--- config.mk ---
export PLATFORM = sky130hd
export DESIGN_NAME = hcs_stack
export DESIGN_NICKNAME = d
export VERILOG_FILES = /design/src/hw/hcs_pkg.sv /design/src/hw/hcs_stack.sv
export VERILOG_INCLUDE_DIRS = /design/src /design/src/hw
export SDC_FILE = /design/constraint.sdc
export NUM_CORES = 2
export LEC_CHECK = 0
export BUFFER_PORTS_ARGS = -buffer_cell sky130_fd_sc_hd__buf_2
export CAP_MARGIN = 20
export CORE_ASPECT_RATIO = 0.7
export CORE_MARGIN = 1.5
export CORE_UTILIZATION = 55
export DETAILED_ROUTE_END_ITERATION = 8
export PLACE_DENSITY = 0.77
export SLEW_MARGIN = 0
export SYNTH_ARGS = -nofsm -noshare
export SYNTH_HDL_FRONTEND = slang
export SYNTH_SLANG_ARGS = --single-unit
export TNS_END_PERCENT = 50
--- constraint.sdc ---
create_clock -name mclk -period 6.1 [get_ports mclk]
set_clock_uncertainty 0.05 [all_clocks]
set_input_delay 1.22 -clock mclk [delete_from_list [all_inputs] [get_ports mclk]]
set_output_delay 1.22 -clock mclk [all_outputs]
set_load 0.1 [all_outputs]
--- src/hw/hcs_params.svh ---
`ifndef HCS_PARAMS_SVH
`define HCS_PARAMS_SVH
// pointer register layout
`define HCS_PTR_W        24
`define HCS_IDX_MSB      3
`define HCS_SE_BIT       4
`define HCS_UF_BIT       5
`define HCS_PTR_RESET    24'h000000
// pointer values in non-extended mode
`define HCS_FULL_IDX     4'hF
`define HCS_OVF_SINGLE   6'h10
`define HCS_OVF_DOUBLE   6'h11
`define HCS_UNF_SINGLE   6'h3F
`define HCS_UNF_DOUBLE   6'h3E
// fill counter
`define HCS_CNT_W        5
`define HCS_CNT_RESET    5'h00
`define HCS_CNT_HI_TRIG  5'h0E
`define HCS_CNT_LO_TRIG  5'h02
`define HCS_CNT_SPILL_AT 5'h0F
`define HCS_CNT_REFILL_AT 5'h00
// one spill or refill moves this many entries
`define HCS_XFER_ENTRIES 5'h01
// stack error exception priority
`define HCS_ERR_LEVEL    2'h3
`endif

--- src/hw/hcs_pkg.sv ---
package hcs_pkg;
  // implicit stack operation requested by the sequencer
  typedef enum logic [2:0] {
    HCS_OP_NONE,
    HCS_OP_CALL,
    HCS_OP_RTS,
    HCS_OP_RTI,
    HCS_OP_LOOP,
    HCS_OP_LOOP_END
  } hcs_op_t;
  // explicit register moves
  typedef enum logic [2:0] {
    HCS_REG_HIGH,
    HCS_REG_LOW,
    HCS_REG_PTR,
    HCS_REG_CNT,
    HCS_REG_SIZE
  } hcs_reg_t;
endpackage

--- src/hw/hcs_stack.sv ---
`timescale 1ns/1ps
`default_nettype none
// Behaviour
// - sixteen 48-bit entries, two 24-bit halves
// - call pushes return address and status
// - subroutine return pulls address, status kept
// - interrupt return pulls address and status
// - loop start pushes loop state, then address
// - high-half moves change pointer, low-half not
// - non-extended nesting limited to fifteen entries
// - stack error rise raises level-3 exception
// - select bit picks X or Y memory
// - after push, spill oldest entry when full
// - after pull, refill from memory when empty
// - reset empties; push pre-increments, pull post-decrements
// - pointer fields; full counter when extended
// - underflow flag sticky until software write
// - push at fifteen gives overflow pointer values
// - pull at zero gives underflow pointer values
// - error sticky until software clears it
// - five-bit fill counter, cleared by reset
// - counter write outside 2..14 triggers a transfer check
// - push at size limit flags extended overflow
// - extension pointer addresses spill memory
`include "hcs_params.svh"
module hcs_stack
  import hcs_pkg::*;
#(
  parameter int DEPTH = 16,  // on-chip entries
  parameter int HW    = 24   // half-entry width
)(
  input  wire logic          mclk,          // core clock
  input  wire logic          rst_b,         // async reset, low active
  input  wire hcs_op_t       op,            // implicit operation, one cycle
  input  wire logic [HW-1:0] program_counter_value, // pc to stack
  input  wire logic [HW-1:0] status_word,   // status to stack
  input  wire logic [HW-1:0] loop_count_value, // loop count to stack
  input  wire logic [HW-1:0] loop_end_address, // loop end to stack
  output logic [HW-1:0]      pc_out,        // pulled pc
  output logic [HW-1:0]      sr_out,        // pulled status
  output logic               pc_load,       // load pc_out, pulse
  output logic               sr_load,       // load sr_out, pulse
  output logic [HW-1:0]      lc_out,        // pulled loop count
  output logic [HW-1:0]      la_out,        // pulled loop end
  output logic               loop_load,     // loop regs valid, pulse
  input  wire logic          mv_wr,         // explicit write, pulse
  input  wire logic          mv_rd,         // explicit read, pulse
  input  wire hcs_reg_t      mv_sel,        // register selected
  input  wire logic [HW-1:0] mv_wdata,      // write data
  output logic [HW-1:0]      mv_rdata,      // read data, registered
  input  wire logic          stack_extend_enable, // mode word enable bit
  input  wire logic          extension_space_select, // 0 X, 1 Y
  input  wire logic [HW-1:0] extension_memory_pointer, // spill base
  output logic [HW-1:0]      ep_out,        // updated extension pointer
  output logic               ep_load,       // ep_out valid, pulse
  output logic               mem_req,       // memory access request
  output logic               mem_we,        // 1 spill, 0 refill
  output logic               mem_space_y,   // memory space select
  output logic [HW-1:0]      mem_addr,      // word address
  output logic [HW-1:0]      mem_wdata,     // word written
  input  wire logic [HW-1:0] mem_rdata,     // word read
  input  wire logic          mem_ack,       // access done (after waits)
  output logic               stall,         // hold instruction flow
  output logic               err_irq,       // stack error exception, pulse
  output logic [1:0]         err_level,     // exception priority
  output logic               ext_overflow   // extended overflow flag
);
  // ==========================================================
  // elaboration check: index slices and field layout assume this shape
  if (DEPTH != 16 || HW != 24)
  begin : g_shape_chk
    $error("hcs_stack serves only 16 x 24-bit halves");
  end

  // ==========================================================
  // storage and state
  logic [HW-1:0]  hi_mem [DEPTH];         // high halves
  logic [HW-1:0]  lo_mem [DEPTH];         // low halves
  logic [`HCS_PTR_W-1:0] sp_q;            // pointer register
  logic [`HCS_CNT_W-1:0] sc_q;            // fill counter
  logic [HW-1:0]  sz_q;                   // size limit, no reset
  logic           ovf_q;                  // extended overflow latch
  logic [HW-1:0]  ep_q;                   // working extension pointer
  typedef enum logic [2:0] {X_IDLE, X_SP_HI, X_SP_LO, X_RF_LO, X_RF_HI} hcs_xs_t;
  hcs_xs_t        xs_q;                   // transfer sequencer
  logic           loop2_q;                // loop second half pending
  wire logic [3:0] idx = sp_q[`HCS_IDX_MSB:0];
  wire logic [3:0] idx_p1 = idx + 4'h1;
  wire logic [3:0] idx_m1 = idx - 4'h1;
  // oldest live entry sits sc-1 below top
  wire logic [3:0] old_idx = idx - sc_q[3:0] + 4'h1;
  // ==========================================================
  // decode of pushes and pulls
  wire logic mv_hi_wr = mv_wr && mv_sel == HCS_REG_HIGH;
  wire logic mv_hi_rd = mv_rd && mv_sel == HCS_REG_HIGH;
  wire logic mv_lo_wr = mv_wr && mv_sel == HCS_REG_LOW;
  wire logic busy     = xs_q != X_IDLE;
  // loop start is a double push spread over two cycles
  wire logic push = !busy && (op == HCS_OP_CALL || op == HCS_OP_LOOP
                    || loop2_q || mv_hi_wr);
  wire logic pull = !busy && (op == HCS_OP_RTS || op == HCS_OP_RTI
                    || op == HCS_OP_LOOP_END || mv_hi_rd);
  wire logic ext  = stack_extend_enable;
  // non-extended error conditions
  wire logic ovf_ne = !ext && push && sp_q[5:0] >= {2'b00, `HCS_FULL_IDX};
  wire logic unf_ne = !ext && pull && sp_q[5:0] == 6'h00;
  wire logic se_ne  = !ext && sp_q[`HCS_SE_BIT];
  // ==========================================================
  // stack pointer: pre-increment push, post-decrement pull
  always_ff @(posedge mclk or negedge rst_b)
  begin
    if (!rst_b)
      sp_q <= `HCS_PTR_RESET;
    else if (mv_wr && mv_sel == HCS_REG_PTR)
      sp_q <= mv_wdata;
    else if (ext)
    begin
      // extended: whole register is one counter
      if (push)
        sp_q <= sp_q + 24'h000001;
      else if (pull)
        sp_q <= sp_q - 24'h000001;
    end
    else if (unf_ne)
      sp_q <= {18'h0, `HCS_UNF_SINGLE};
    else if (pull && sp_q[`HCS_UF_BIT] && sp_q[5:0] == `HCS_UNF_SINGLE)
      sp_q <= {18'h0, `HCS_UNF_DOUBLE};
    else if (ovf_ne && sp_q[5:0] == {2'b00, `HCS_FULL_IDX})
      sp_q <= {18'h0, `HCS_OVF_SINGLE};
    else if (ovf_ne && sp_q[5:0] == `HCS_OVF_SINGLE)
      sp_q <= {18'h0, `HCS_OVF_DOUBLE};
    else if (push && !se_ne)
      sp_q <= sp_q + 24'h000001;
    else if (pull && !se_ne)
      sp_q <= sp_q - 24'h000001;
  end

  // ==========================================================
  // entry storage; spill and refill share the ports
  always_ff @(posedge mclk)
  begin
    if (op == HCS_OP_CALL && push)
    begin
      hi_mem[idx_p1] <= program_counter_value;
      lo_mem[idx_p1] <= status_word;
    end
    else if (op == HCS_OP_LOOP && push)
    begin
      hi_mem[idx_p1] <= loop_end_address;
      lo_mem[idx_p1] <= loop_count_value;
    end
    else if (loop2_q && push)
    begin
      hi_mem[idx_p1] <= program_counter_value;
      lo_mem[idx_p1] <= status_word;
    end
    else if (mv_hi_wr && push)
      hi_mem[idx_p1] <= mv_wdata;
    else if (mv_lo_wr)
      lo_mem[idx] <= mv_wdata;
    else if (xs_q == X_RF_LO && mem_ack)
      lo_mem[old_idx - 4'h1] <= mem_rdata;
    else if (xs_q == X_RF_HI && mem_ack)
      hi_mem[old_idx - 4'h1] <= mem_rdata;
  end

  // loop second push follows first by one cycle
  always_ff @(posedge mclk or negedge rst_b)
  begin
    if (!rst_b)
      loop2_q <= 1'b0;
    else if (op == HCS_OP_LOOP && push && !ovf_ne)
      loop2_q <= 1'b1;
    else if (push || ovf_ne)
      loop2_q <= 1'b0;
  end

  // ==========================================================
  // pulled values to the sequencer
  always_ff @(posedge mclk or negedge rst_b)
  begin
    if (!rst_b)
    begin
      pc_out    <= '0;
      sr_out    <= '0;
      lc_out    <= '0;
      la_out    <= '0;
      pc_load   <= 1'b0;
      sr_load   <= 1'b0;
      loop_load <= 1'b0;
    end
    else
    begin
      pc_load   <= pull && (op == HCS_OP_RTS || op == HCS_OP_RTI);
      sr_load   <= pull && op == HCS_OP_RTI;
      loop_load <= pull && op == HCS_OP_LOOP_END;
      if (pull)
      begin
        pc_out <= hi_mem[idx];
        sr_out <= lo_mem[idx];
        la_out <= hi_mem[idx];
        lc_out <= lo_mem[idx];
      end
    end
  end

  // ==========================================================
  // explicit reads, registered
  always_ff @(posedge mclk or negedge rst_b)
  begin
    if (!rst_b)
      mv_rdata <= '0;
    else if (mv_rd)
    begin
      case (mv_sel)
        HCS_REG_HIGH: mv_rdata <= hi_mem[idx];
        HCS_REG_LOW:  mv_rdata <= lo_mem[idx];
        HCS_REG_PTR:  mv_rdata <= sp_q;
        HCS_REG_CNT:  mv_rdata <= {19'h0, sc_q};
        HCS_REG_SIZE: mv_rdata <= sz_q;
        default:      mv_rdata <= '0;
      endcase
    end
  end

  // ==========================================================
  // size limit: no reset, software loads it first
  always_ff @(posedge mclk)
  begin
    if (mv_wr && mv_sel == HCS_REG_SIZE)
      sz_q <= mv_wdata;
  end

  // extended overflow latch until next pointer write
  always_ff @(posedge mclk or negedge rst_b)
  begin
    if (!rst_b)
      ovf_q <= 1'b0;
    else if (ext && push && sp_q == sz_q)
      ovf_q <= 1'b1;
    else if (mv_wr && mv_sel == HCS_REG_PTR)
      ovf_q <= 1'b0;
  end

  // ==========================================================
  // fill counter
  always_ff @(posedge mclk or negedge rst_b)
  begin
    if (!rst_b)
      sc_q <= `HCS_CNT_RESET;
    else if (mv_wr && mv_sel == HCS_REG_CNT)
      sc_q <= mv_wdata[`HCS_CNT_W-1:0];
    else if (xs_q == X_SP_LO && mem_ack)
      sc_q <= sc_q - `HCS_XFER_ENTRIES;
    else if (xs_q == X_RF_HI && mem_ack)
      sc_q <= sc_q + `HCS_XFER_ENTRIES;
    else if (push && !ovf_ne && sc_q < `HCS_CNT_SPILL_AT + 5'h01)
      sc_q <= sc_q + 5'h01;
    else if (pull && !unf_ne && sc_q != `HCS_CNT_RESET)
      sc_q <= sc_q - 5'h01;
  end

  // ==========================================================
  // spill and refill sequencer, one 48-bit entry as two words
  // counter write outside 2..14 also kicks the machine
  wire logic sc_wr   = mv_wr && mv_sel == HCS_REG_CNT;
  wire logic kick    = sc_wr && (mv_wdata[`HCS_CNT_W-1:0] > `HCS_CNT_HI_TRIG
                       || mv_wdata[`HCS_CNT_W-1:0] < `HCS_CNT_LO_TRIG);
  wire logic need_sp = sc_q >= `HCS_CNT_SPILL_AT;
  wire logic need_rf = sc_q == `HCS_CNT_REFILL_AT && sp_q != 24'h0;
  logic      chk_q;                                                 // check pending
  always_ff @(posedge mclk or negedge rst_b)
  begin
    if (!rst_b)
      chk_q <= 1'b0;
    else
      chk_q <= ext && (push || pull || kick);
  end

  always_ff @(posedge mclk or negedge rst_b)
  begin
    if (!rst_b)
    begin
      xs_q <= X_IDLE;
      ep_q <= '0;
    end
    else
    begin
      case (xs_q)
        X_IDLE:
          if (chk_q && ext && need_sp)
          begin
            xs_q <= X_SP_HI;
            ep_q <= extension_memory_pointer;
          end
          else if (chk_q && ext && need_rf)
          begin
            xs_q <= X_RF_LO;
            ep_q <= extension_memory_pointer - 24'h000001;
          end
        X_SP_HI:
          if (mem_ack)
          begin
            xs_q <= X_SP_LO;
            ep_q <= ep_q + 24'h000001;
          end
        X_SP_LO:
          if (mem_ack)
          begin
            xs_q <= X_IDLE;
            ep_q <= ep_q + 24'h000001;
          end
        X_RF_LO:
          if (mem_ack)
          begin
            xs_q <= X_RF_HI;
            ep_q <= ep_q - 24'h000001;
          end
        X_RF_HI:
          if (mem_ack)
            xs_q <= X_IDLE;
        default:
          xs_q <= X_IDLE;
      endcase
    end
  end

  // memory side; addresses follow the working pointer
  always_comb
  begin
    mem_req   = busy;
    mem_we    = xs_q == X_SP_HI || xs_q == X_SP_LO;
    mem_addr  = ep_q;
    mem_wdata = xs_q == X_SP_HI ? hi_mem[old_idx] : lo_mem[old_idx];
  end

  always_ff @(posedge mclk or negedge rst_b)
  begin
    if (!rst_b)
      ep_load <= 1'b0;
    else
      ep_load <= mem_ack && (xs_q == X_SP_LO || xs_q == X_RF_HI);
  end

  // ==========================================================
  // exception: rising edge of error flag, non-extended only
  logic se_d1_q;                                                    // last flag
  always_ff @(posedge mclk or negedge rst_b)
  begin
    if (!rst_b)
      se_d1_q <= 1'b0;
    else
      se_d1_q <= se_ne;
  end

  always_comb
  begin
    mem_space_y  = extension_space_select;
    stall        = busy || chk_q || loop2_q;
    err_irq      = se_ne && !se_d1_q;
    err_level    = `HCS_ERR_LEVEL;
    ext_overflow = ovf_q;
    ep_out       = ep_q;
  end

endmodule
`default_nettype wire

==> run_results.csv <==
group,metric,value,unit
run_status,status,"finished, final reports clean",
synth,synth-edff-count,792,
grt,grt_pass1_vias,31200,
clock_network,cts_hold_buf,0,
sta,setup_violations,0,
floorplan,coreArea,86000,µm²
sta,fin_ws,0.289,ns
drt,wl,162000,µm
placement,placed_cell_area,51000,µm²
placement,port_buffers,380,
drt,vias,32700,
setup_path,critPathKind,"reg2out",
floorplan,pin_count,385,
clock_network,clkLatencyLatePin,0.68,ns
synth,synth-seq-cells,928,
sta,min_period_over_period,0.953,
synth,ys_top_cells_by_area,"edfxtp_1 (50%), mux4_2 (23%), dfrtp_1 (7.1%)",
floorplan,initial_core_util,0.554,
drt,routed_via_density,7.08,
clock_network,cts_resized,0,
setup_path,rr_endpoint,"hi_mem[12][9]",
setup_path,required,4.83,ns
drt,firstDrtPassIters,7,
setup_path,end_kind,"primary output",
sta,fmax,172,MHz
grt,grt_max_degree,149,
finish,area_growth,13.2,%
setup_path,rrSetupSlack,1.15,ns
floorplan,die-area,88500,µm²
drt,drtAntennaViolNets,0,
sta,maxSlewViolCount,0,
synth,synth_top_area_frac,0.499,
clock_network,cts.path.max_buffers,3,
floorplan,die_h,249,µm
clock_network,cts_setup_buffers,0,
grt,antenna_found_initial,6,
floorplan,dieWidth,355,µm
grt,grt_overflow_total,0,
drt,drc,0,
clock_network,cts.clk_slew.worst_paths,0.06,ns
setup_path,worst_ep_arrival_time,4.54,ns
setup_path,r2r_cells,13,
synth,synth_flop_cell,"edfxtp_1",
setup_path,r2r-start,"sp_q[1]",
synth,ys_async_sr_fraction,0.147,
floorplan,rows,90,
drt,wire_per_inst,34.9,µm
clock_network,cts_buffers,89,
finish,fin_nets,3610,
synth,yosys.area.top_type,"edfxtp_1",
synth,syn_area,47700,µm²
worst_hold_path,hold_class,"reg2reg",
clock_network,cts_root_buf,"clkbuf_16",
finish,fillCellCount,6003,
sta,tns,0,ns
clock_network,cts_tree,"done",
grt,grt_pass1_wl,229000,µm
finish,design_area,54000,µm²
sta,hold_violations,0,
sta,min_period,5.81,ns
sta,rsz0062_at_grt,"false",
synth,netlist_instances,3103,
synth,syn-mean-instance-area,15.4,µm²
drt,drt_iter0_markers,5666,
sta,relSlewSlack,0.258,
setup_path,cp-endpoint,"mem_wdata[20]",
setup_path,cp_max_fo,38,
setup_path,start_kind,"flop",
setup_path,cp-startpoint,"sp_q[1]",
clock_network,htreeDepth,3,
job,maxCapViolCount,0,
synth,yosysUniqueCellTypes,77,
clock_network,cts_sinks,928,
placement,place_ws,1.06,ns
placement,place_hpwl,110000,µm
sta,worst_pin_slew,1.11,ns
placement,gp_congestion,1.03,
finish,drive_above_1_share,0.352,
grt,grt_use_total,0.366,
synth,ys_warn_count,0,
synth,yosysSeqAreaShare,0.570,
-- per-layer routing --
metal	up-vias	global-route usage	wire length, µm
met1	16400	0.497	55700
met4	4	0.176	9170
li1	13000	-	-
met5	-	0	27
met3	427	0.137	26300
met2	2905	0.524	70300
-- cell usage after synthesis, types with 12 or more instances --
cell type / n
a221o_1: 24
nor2_1: 158
a211oi_1: 25
a21oi_1: 98
clkbuf_1: 172
xor2_1: 27
nand2b_1: 34
o22ai_1: 15
nor3_1: 49
a221oi_1: 16
nand4_1: 13
mux2i_1: 63
dfrtp_1: 136
buf_4: 75
o21ai_0: 159
buf_1: 38
or4_1: 12
a31oi_1: 18
nand3_1: 29
buf_2: 24
mux2_2: 28
xnor2_1: 53
ha_1: 35
nand2_1: 341
inv_1: 26
edfxtp_1: 792
mux4_2: 484
and3_1: 12
-- cells by family after synthesis --
logic type,Yosys count,synth area share
mux,575,0.248
buf+inv,337,0.0332
flops,928,0.570
simple gates,715,0.0676
other cells,1,0.0000786
compound gates,430,0.0560
xor+xnor,80,0.0147
fa+ha+maj,37,0.0100
-- critical path, stage by stage (launching register included) --
cell and delay, ns:
dfrtp_4 0.44, inv_1 0.10, ha_1 0.29, inv_1 0.05, ha_4 0.16, fa_4 1.40, buf_4 0.38, mux4_2 0.34
mux2_2 0.35, buf_2 0.32
-- flip-flops by register name, summed over array words and instances (netlist names) --
register,flops
loop_load,1
pc_load,1
sp_q,24
sc_q,5
ep_load,1
ep_out,24
sr_load,1
ext_overflow,1
se_d1_q,1
chk_q,1
hi_mem,384
xs_q,3
lc_out,24
mv_rdata,24
lo_mem,384
sz_q,24
loop2_q,1
la_out,24
-- per-stage QoR --
| stage | hold slack [ns] | cells | util |
|---|---|---|---|
| 2_1_floorplan | 0.439 | 3104 | - |
| 3_3_place_gp | 0.422 | 4444 | 0.592 |
| 3_5_place_dp | 0.426 | 4445 | 0.592 |
| 4_1_cts | 0.446 | 4611 | 0.627 |
| 5_1_grt | 0.474 | 4619 | 0.628 |
| 6_report | 0.446 | 4624 | 0.628 |
-- final cells by class --
cell class | instances | area [µm²] | share of cell area
timing repair buffer | 507 | 3040 | 0.0562
sequential | 928 | 27200 | 0.504
inverter | 27 | 101 | 0.00188
antenna | 7 | 17.5 | 0.000324
multi-input combinational | 1839 | 19300 | 0.357
clock buffer | 112 | 2400 | 0.0444
clock inverter | 54 | 556 | 0.0103
tap | 1150 | 1440 | 0.0266
-- worst min-delay path by stage --
stage / start / to / slack (ns) / depth (start not counted)
floorplan: loop2_q / loop2_q / 0.44 / 1
global placement: lc_out[15] / lc_out[15] / 0.42 / 2
detailed placement: lc_out[15] / lc_out[15] / 0.43 / 2
CTS: la_out[19] / la_out[19] / 0.45 / 2
global route: la_out[17] / la_out[17] / 0.47 / 2
finish: la_out[17] / la_out[17] / 0.45 / 2
-- placed cells by master, fill, tap and decap left out, types with 10 or more instances in the layout --
| master | instances |
|---|---|
| mux4_2 | 484 |
| nor2_4 | 30 |
| buf_2 | 380 |
| buf_12 | 12 |
| xor2_1 | 27 |
| clkbuf_1 | 16 |
| clkbuf_16 | 91 |
| a211oi_1 | 25 |
| a21oi_1 | 98 |
| buf_4 | 109 |
| dfrtp_1 | 132 |
| inv_1 | 26 |
| xnor2_1 | 52 |
| nand3_1 | 29 |
| nor2_1 | 128 |
| a31oi_1 | 17 |
| nand2_1 | 341 |
| o211ai_1 | 11 |
| ha_1 | 33 |
| o21ai_1 | 12 |
| o22ai_1 | 15 |
| clkinv_2 | 13 |
| mux2_2 | 28 |
| and3_1 | 12 |
| or3_1 | 10 |
| edfxtp_1 | 792 |
| o21ai_0 | 145 |
| nand2b_1 | 34 |
| or4_1 | 12 |
| nor3_1 | 45 |
| mux2i_1 | 63 |
| nor4_1 | 11 |
| clkinv_1 | 15 |
| a221o_1 | 24 |
| a21o_1 | 11 |
| a221oi_1 | 16 |
| nand4_1 | 13 |
Power is left out: the tool's default activity adds up to more than one toggle a clock period on the data nets, which glitch-free logic cannot reach.
